[config.mk]
export PLATFORM = sky130hd
export DESIGN_NAME = pfs_status_reg
export DESIGN_NICKNAME = d
export VERILOG_FILES = /design/src/hw/pfs_pkg.sv /design/src/hw/pfs_flag_cell.sv /design/src/hw/pfs_status_reg.sv
export VERILOG_INCLUDE_DIRS = /design/src /design/src/hw
export SDC_FILE = /design/constraint.sdc
export NUM_CORES = 1
export LEC_CHECK = 0
export ABC_CLOCK_PERIOD_IN_PS = 1950
export BUFFER_PORTS_ARGS = -buffer_cell sky130_fd_sc_hd__buf_4
export CAP_MARGIN = 5
export CORE_MARGIN = 1.5
export CORE_UTILIZATION = 37
export DETAILED_ROUTE_END_ITERATION = 7
export PLACE_DENSITY = 0.76
export SLEW_MARGIN = 20
export SYNTH_ARGS = -nofsm -noshare
export SYNTH_HDL_FRONTEND = slang
export SYNTH_SLANG_ARGS = --single-unit
[constraint.sdc]
create_clock -name core_clk -period 1.95 [get_ports core_clk]
set_input_delay 0.39 -clock core_clk [delete_from_list [all_inputs] [get_ports core_clk]]
set_output_delay 0.39 -clock core_clk [all_outputs]
set_load 0.01 [all_outputs]
[src/hw/pfs_consts.svh]
// Purpose: Offsets, bit positions, reset value and timing figures of the status word
// Assumes: Included by the status word package and design modules
// Notes: Definitions only
`ifndef PFS_CONSTS_SVH
`define PFS_CONSTS_SVH

// ***********************************************************
// Register map
// ***********************************************************
`define PFS_STATUS_OFFSET 8'h06
`define PFS_STATUS_RESET 16'h0210

// ***********************************************************
// Field positions in the status word
// ***********************************************************
`define PFS_BIT_DETECTED_PARITY 4'hF
`define PFS_BIT_SIGNALED_SYSERR 4'hE
`define PFS_BIT_RX_MASTER_ABORT 4'hD
`define PFS_BIT_RX_TARGET_ABORT 4'hC
`define PFS_BIT_SIG_TARGET_ABORT 4'hB
`define PFS_BIT_MASTER_DATA_PARITY 4'h8
`define PFS_BIT_CAP_LIST 4'h4
`define PFS_BIT_INT_PENDING 4'h3
`define PFS_DEVSEL_HI 4'hA
`define PFS_DEVSEL_LO 4'h9
`define PFS_DEVSEL_MEDIUM 2'h1
`define PFS_BACK_TO_BACK_CAPABLE 1'h0
`define PFS_USER_FEATURE_SUPPORT 1'h0
`define PFS_FAST_CLOCK_CAPABLE 1'h0
`define PFS_CAP_LIST_PRESENT 1'h1
`define PFS_RESERVED_LOW 3'h0
`define PFS_FLAG_COUNT 6

// ***********************************************************
// Clock figures
// ***********************************************************
`define PFS_CORE_CLK_HZ 20000000
`define PFS_MAX_PCI_CLK_MHZ 33

`endif

[src/hw/pfs_pkg.sv]
// Purpose: Types shared by the status word design files
// Assumes: Constants come from pfs_consts.svh
// Notes: Flag order matches the generate loop in the top module
`include "pfs_consts.svh"

package pfs_pkg;

  // ***********************************************************
  // Types
  // ***********************************************************
  typedef logic [15:0] pfs_word_t;

  // Index of each sticky error flag
  typedef enum {
    pfs_detected_parity,
    pfs_signaled_syserr,
    pfs_rx_master_abort,
    pfs_rx_target_abort,
    pfs_sig_target_abort,
    pfs_master_data_parity
  } pfs_flag_t;

endpackage

[src/hw/pfs_flag_cell.sv]
// Purpose: One sticky flag, set by hardware and cleared by a write of one
// Assumes: Set and clear are one-cycle strobes on core_clk
// Notes: A set in the same cycle as a clear wins
module pfs_flag_cell
  import pfs_pkg::*;
(
  input wire logic core_clk,
  input wire logic reset,
  input wire logic set_event,
  input wire logic clear_req,
  output logic flag
);

  // ***********************************************************
  // Flag storage
  // ***********************************************************
  // Set ahead of clear so that no error slips past software
  always_ff @(posedge core_clk) begin
    if (reset) begin
      flag <= 1'h0;
    end else if (set_event) begin
      flag <= 1'h1;
    end else if (clear_req) begin
      flag <= 1'h0;
    end
  end

endmodule

[src/hw/pfs_status_reg.sv]
// Purpose: Status word of the function's configuration header
// Assumes: Event strobes and command bits come from logic on core_clk
// Notes: Command register and transaction engine live elsewhere

`include "pfs_consts.svh"

module pfs_status_reg
  import pfs_pkg::*;
#(
  parameter int INT_SOURCES = 4
)
(
  input wire logic core_clk,
  input wire logic reset,
  input wire logic [7:0] cfg_addr,
  input wire logic cfg_rd,
  input wire logic cfg_wr,
  input wire logic [1:0] cfg_be,
  input wire logic [15:0] cfg_wdata,
  output logic [15:0] cfg_rdata,
  output logic cfg_rvalid,
  input wire logic cmd_int_mask,
  input wire logic parity_response_enable,
  input wire logic syserr_driver_enable,
  input wire logic ev_addr_parity_err,
  input wire logic ev_data_parity_err,
  input wire logic serr_request,
  input wire logic ev_master_abort,
  input wire logic ev_target_abort_rx,
  input wire logic ev_target_abort_sig,
  input wire logic ev_perr_seen,
  input wire logic bus_master_phase,
  input wire logic [INT_SOURCES-1:0] int_condition,
  input wire logic [INT_SOURCES-1:0] int_enable,
  output logic serr_out,
  output logic serr_oe,
  output logic intx_out,
  output logic intx_oe
);

  // ***********************************************************
  // Helpers
  // ***********************************************************
  // Bit position of each sticky flag, used for clear and for readback
  function automatic logic [3:0] flag_pos(input int idx);
    logic [3:0] pos;
    pos = `PFS_BIT_DETECTED_PARITY;
    case (idx)
      pfs_detected_parity: pos = `PFS_BIT_DETECTED_PARITY;
      pfs_signaled_syserr: pos = `PFS_BIT_SIGNALED_SYSERR;
      pfs_rx_master_abort: pos = `PFS_BIT_RX_MASTER_ABORT;
      pfs_rx_target_abort: pos = `PFS_BIT_RX_TARGET_ABORT;
      pfs_sig_target_abort: pos = `PFS_BIT_SIG_TARGET_ABORT;
      pfs_master_data_parity: pos = `PFS_BIT_MASTER_DATA_PARITY;
      default: pos = `PFS_BIT_DETECTED_PARITY;
    endcase
    return pos;
  endfunction

  // ***********************************************************
  // Declarations
  // ***********************************************************
  logic hit;
  logic wr_hit;
  logic serr_fire;
  logic int_pending;
  logic next_int_pending;
  logic [`PFS_FLAG_COUNT-1:0] flag_set;
  logic [`PFS_FLAG_COUNT-1:0] flag_clr;
  logic [`PFS_FLAG_COUNT-1:0] flags;
  pfs_word_t status_word;

  // ***********************************************************
  // Access decode
  // ***********************************************************
  // Only the high byte holds clearable flags, so only its lane clears
  assign hit = (cfg_addr == `PFS_STATUS_OFFSET);
  assign wr_hit = cfg_wr && hit && cfg_be[1];

  // ***********************************************************
  // Event sources
  // ***********************************************************
  // Driver enable gates the pin and the flag with one term
  assign serr_fire = serr_request && syserr_driver_enable;

  // Event to flag mapping, in the order of the flag index type
  always_comb begin
    flag_set = '0;
    flag_set[pfs_detected_parity] = ev_addr_parity_err || ev_data_parity_err;
    flag_set[pfs_signaled_syserr] = serr_fire;
    flag_set[pfs_rx_master_abort] = ev_master_abort;
    flag_set[pfs_rx_target_abort] = ev_target_abort_rx;
    flag_set[pfs_sig_target_abort] = ev_target_abort_sig;
    // All three conditions must hold together
    flag_set[pfs_master_data_parity] =
      ev_perr_seen && bus_master_phase && parity_response_enable;
  end

  // ***********************************************************
  // Sticky flags
  // ***********************************************************
  // One cell per flag; a zero in the written data leaves the bit alone
  genvar gi;
  generate
    for (gi = 0; gi < `PFS_FLAG_COUNT; gi++) begin : g_flag
      assign flag_clr[gi] = wr_hit && cfg_wdata[flag_pos(gi)];
      pfs_flag_cell u_cell (
        .core_clk(core_clk),
        .reset(reset),
        .set_event(flag_set[gi]),
        .clear_req(flag_clr[gi]),
        .flag(flags[gi])
      );
    end
  endgenerate

  // ***********************************************************
  // Interrupt pending
  // ***********************************************************
  // Mask is deliberately not a term here: pending keeps tracking
  assign next_int_pending = |(int_condition & int_enable);

  // Pending follows live conditions, one cycle behind
  always_ff @(posedge core_clk) begin
    if (reset) begin
      int_pending <= 1'h0;
    end else begin
      int_pending <= next_int_pending;
    end
  end

  // ***********************************************************
  // Status word composition
  // ***********************************************************
  // Fixed fields first, then the flags at their positions
  always_comb begin
    status_word = '0;
    status_word[2:0] = `PFS_RESERVED_LOW;
    status_word[`PFS_BIT_INT_PENDING] = int_pending;
    status_word[`PFS_BIT_CAP_LIST] = `PFS_CAP_LIST_PRESENT;
    status_word[5] = `PFS_FAST_CLOCK_CAPABLE;
    status_word[6] = `PFS_USER_FEATURE_SUPPORT;
    status_word[7] = `PFS_BACK_TO_BACK_CAPABLE;
    status_word[`PFS_DEVSEL_HI:`PFS_DEVSEL_LO] = `PFS_DEVSEL_MEDIUM;
    for (int i = 0; i < `PFS_FLAG_COUNT; i++) begin
      status_word[flag_pos(i)] = flags[i];
    end
  end

  // ***********************************************************
  // Read path
  // ***********************************************************
  // Registered answer; unmapped offsets read zero, reads touch no flag
  always_ff @(posedge core_clk) begin
    if (reset) begin
      cfg_rdata <= '0;
    end else if (cfg_rd) begin
      cfg_rdata <= hit ? status_word : 16'h0000;
    end
  end

  // Valid marks the cycle after the read strobe
  always_ff @(posedge core_clk) begin
    if (reset) begin
      cfg_rvalid <= 1'h0;
    end else begin
      cfg_rvalid <= cfg_rd;
    end
  end

  // ***********************************************************
  // Open-drain pins
  // ***********************************************************
  // Both pins only ever pull low; the level stays zero from reset
  always_ff @(posedge core_clk) begin
    if (reset) begin
      serr_out <= 1'h0;
      intx_out <= 1'h0;
    end else begin
      serr_out <= 1'h0;
      intx_out <= 1'h0;
    end
  end

  // System error drive, only with the driver enabled
  always_ff @(posedge core_clk) begin
    if (reset) begin
      serr_oe <= 1'h0;
    end else begin
      serr_oe <= serr_fire;
    end
  end

  // INTx drive; mask at zero after reset leaves it enabled
  always_ff @(posedge core_clk) begin
    if (reset) begin
      intx_oe <= 1'h0;
    end else begin
      intx_oe <= int_pending && !cmd_int_mask;
    end
  end
endmodule

# Word-level counts from Yosys, hierarchy flattened
# Cells that the tools add are included.
# totals
ramBits	0
out_inout_bits	21
latchBits	0
romBits	0
memories	0
input_bits	49
ff_bits	26
# op_classes
mux	13
n_div	0
n_eq_ne	1
bitwise	1
mul	0
shifts	0
n_lt_le_gt_ge	0
n_addsub	0
n_reduce_logical	21
# ops
cell	n
$mux 16	1
$logic_and 1x1->1	12
$mux 1	12
$reduce_bool 2->1	6
$eq 8x3->1 const B	1
$and 4x4->4	1
$reduce_or 4->1	1
$logic_not 1->1	1
$logic_or 1x1->1	1

# Depth between registers and ports, before layout
# logic_depth
ltp_word	6
depth_mapped	4
ltp_nobuf	3

# Hierarchy
# Synthesis repeated with hierarchy kept, for this count alone.
# unflattened
cells_unflattened	102
hier_area_um2	932.1
# modules_own_cells
mod	n_inst	cells_each	area_each_um2	seq_area_each_um2
pfs_status_reg	1	78	699.4	240.2
pfs_flag_cell	6	4	38.8	20.0

# Least setup slack after synthesis
# No wires, ideal clock.
# synth_path
kind	in2reg
from	in cfg_addr[5]
to	reg g_flag[1].u_cell.flag
t_required_ps	1830
n_path_buf	1
cell_stages	4
t_arrival_ps	1556
setup_slack_ps	274
setup_ps	120
path_cell_list	or4_4 or2_1 buf_6 o31a_1
# synth_via
elab_chain_len	5
# synth_lines
item	line	text
start: declaration	pfs_status_reg.sv:15	input wire logic [7:0] cfg_addr,
$eq 8x3->1 (no source line)	--	
$logic_and 1x1->1 (2 in series)	pfs_status_reg.sv:78	assign wr_hit = cfg_wr && hit && cfg_be[1];
$logic_and 1x1->1	pfs_status_reg.sv:106	assign flag_clr[gi] = wr_hit && cfg_wdata[flag_pos(gi)];
$reduce_bool 2->1 (no source line)	--	
end signal: assignment	pfs_flag_cell.sv:20	flag <= 1'h0;
end signal: assignment	pfs_flag_cell.sv:22	flag <= 1'h1;
end signal: assignment	pfs_flag_cell.sv:24	flag <= 1'h0;
end: declaration	pfs_flag_cell.sv:11	output logic flag
# Every way passes these cells.
# A chain may end at the register's enable or synchronous reset.

# Final worst setup path
# Ends and elaborated chain as after synthesis.

==> run metrics <==
Clk pin slew, worst setup/hold paths=0.09 ns; Routed Antenna Nets=0; largest net degree at the start of global routing=26; ant diodes=0; RSZ-0062 raised after global routing=false; Synth Area in Simple Gates=23.61%; WL per Instance=11.32 um; multiplexer area fraction after synthesis=0%; hold path start=cmd_int_mask; post-synthesis compound-gate area fraction=17.59%; CP Class=in -> reg; critical path arrival=1.71 ns; Synth Area in XOR/XNOR=0%; fin crit share=77.95%; GRT Total Usage=14.76%; H-tree depth=1; peak supply drop=0.0003149 V; area delta synth->final=44.91%; Min Hold Slack=0.2536 ns; hpwl dp=1492 um; fin. max-slew vios=0; combinational family with the most area after synthesis=simple AND/OR/NAND/NOR gates; Reg2Reg Setup Slack=0.98 ns; WP buf/inv=1; clock buffer depth=2; Post-CTS Repair Setup Buffers=0; vias per cell=4.698; post-synth top area share=44.44%; die area=2481 um^2; Synthesis Warnings=0; startpoint type of the worst setup path=input port; Max Cap Violations=0; Fin. Hold Viols=0; crit-path max FO=8; count of cell types in the netlist=25; Syn Inst Count=88; crit end category=flip-flop; CTS tree=done; count of hold-fix buffers inserted at cts=0; # IOs=70; CP Data Required Time=2.14 ns; gp weighted congestion=0.7037; WP depth=4; HP Class=in -> reg; CTS Sinks=18; Layout Nets=186; Tmin final=1.520 ns; Total Wirelength=1834 um; register area share after synthesis=44.44%; CP max-delay cell=or4_4; number of synthesized flops with an enable pin=0; critical path's largest stage delay=0.53 ns; DRT iter0 DRCs=12; hold depth=2; Mean Syn Cell Area=9.213 um^2; # rows=16; Fmax=657.9 MHz; Synth top cells by count=dfxtp_1, buf_4, nand2_1; Hold EP=intx_oe$_SDFF_PP0_; RR Endpoint=cfg_rdata[8]$_SDFFE_PP0P_; count leader, synth=dfxtp_1; drt pass-1 iters=4; Fin Clk Skew=0.0009552 ns; first-pass GRT wire length=2780 um; FF-to-FF path depth=2; setup TNS=0 ns; Top FF cell, synth=dfxtp_1; Cell Pwr Density=572.5 nW/um^2; worst skew pair latency=0.29 ns; mapped cell area=810.8 um^2; via count=761; Die H=49.81 um; Initial Util=40.10%; port bufs=49; status=completed; share of layout cells above drive strength 1=45.19%; vias in the first global route=679; CORE AREA=2022 um^2; CTS root buffer=clkbuf_4; Final setup viols=0; initial antenna violation count=0; adder-cell share of the synthesized area=0%; Pleak=0.5449 nW; number of remaining DRC errors=0; Congestion Overflow GR=0; Post-synth ARST share=0%; Yosys reg bits=18; Resized Gates After CTS=0; post-synth top area cell=dfxtp_1; reg-to-reg startpoint=cfg_rdata[8]$_SDFFE_PP0P_; worst path cell trace=buf_4 > or4_4 > or2_1 > o31a_1; Die Width=49.81 um; Area contributors post-synth=dfxtp_1, buf_4, or3b_2; Num CTS Buffers=3; kind of cell adding the most delay to the critical path=simple AND/OR/NAND/NOR gates
[through the flow]
stage	total power, mW	cell area [um^2]	setup WS (ns)	cells	util, %
floorplan	0.4462	840.8	0.2740	96	-
global placement	0.4995	1152	0.1316	159	56.99
CTS	0.6806	1175	0.4349	162	58.11
global route	0.7062	1175	0.4067	162	58.11
finish	0.6726	1175	0.4299	162	58.11
detailed placement	0.5038	1152	0.1146	159	56.99
[power by group]
part | leakage (nW) | switching [mW] | internal, mW | total, mW
registers | 0.148 | 0.00641 | 0.380 | 0.387
clock network | 0.0138 | 0.106 | 0.0718 | 0.178
logic | 0.384 | 0.0437 | 0.0644 | 0.108
total | 0.545 | 0.156 | 0.516 | 0.673
[layer usage]
layer,GRT usage [%],wire [um]
met1,16.70,707
met4,11.11,42
met5,0,0
met3,0.3030,81
met2,26.22,1003
[worst max path at each step]
stage	from	end	slack (ns)
floorplan	cfg_addr[5]	g_flag[1].u_cell.flag$_SDFFE_PP0P_	0.27
CTS	cfg_addr[5]	g_flag[1].u_cell.flag$_SDFFE_PP0P_	0.43
detailed placement	cfg_addr[5]	g_flag[1].u_cell.flag$_SDFFE_PP0P_	0.11
global placement	cfg_addr[5]	g_flag[1].u_cell.flag$_SDFFE_PP0P_	0.13
finish	cfg_addr[5]	g_flag[1].u_cell.flag$_SDFFE_PP0P_	0.43
global route	cfg_addr[5]	g_flag[1].u_cell.flag$_SDFFE_PP0P_	0.41
[logic make-up (layout without fill, tap and decap cells)]
family	Yosys count	after routing
AOI/OAI and AO/OA	19	19
buffers and inverters	18	57
DFF	18	18
other	1	9
and+or+nand+nor	32	32
[cell usage in the layout, fill, tap and decap left out, drive strengths merged]
| cell | n |
|---|---|
| a211oi | 1 |
| a21o | 1 |
| a21oi | 2 |
| a22oi | 2 |
| a311oi | 4 |
| a31oi | 1 |
| buf | 50 |
| clkbuf | 3 |
| conb | 9 |
| dfxtp | 18 |
| inv | 4 |
| nand2 | 9 |
| nand3 | 2 |
| nand4bb | 1 |
| nor2 | 5 |
| nor2b | 1 |
| nor3 | 2 |
| nor3b | 3 |
| o31a | 1 |
| o31ai | 7 |
| or2 | 1 |
| or3b | 7 |
| or4 | 1 |
[state kept, by name, summed over array words and instances, names as in the netlist]
signal	count
cfg_rdata	8
serr_oe	1
cfg_rvalid	1
g_flag.u_cell.flag	6
int_pending	1
intx_oe	1
[final cells by class]
type | instances | area [um^2]
flip-flops and latches | 18 | 360.3
clock buffers | 3 | 22.52
well taps | 27 | 33.78
repair buffers | 50 | 375.4
multi-input cells | 60 | 367.9
fillers | 197 | 847.1
inverters | 4 | 15.01
(Power assumes the default switching activity.)
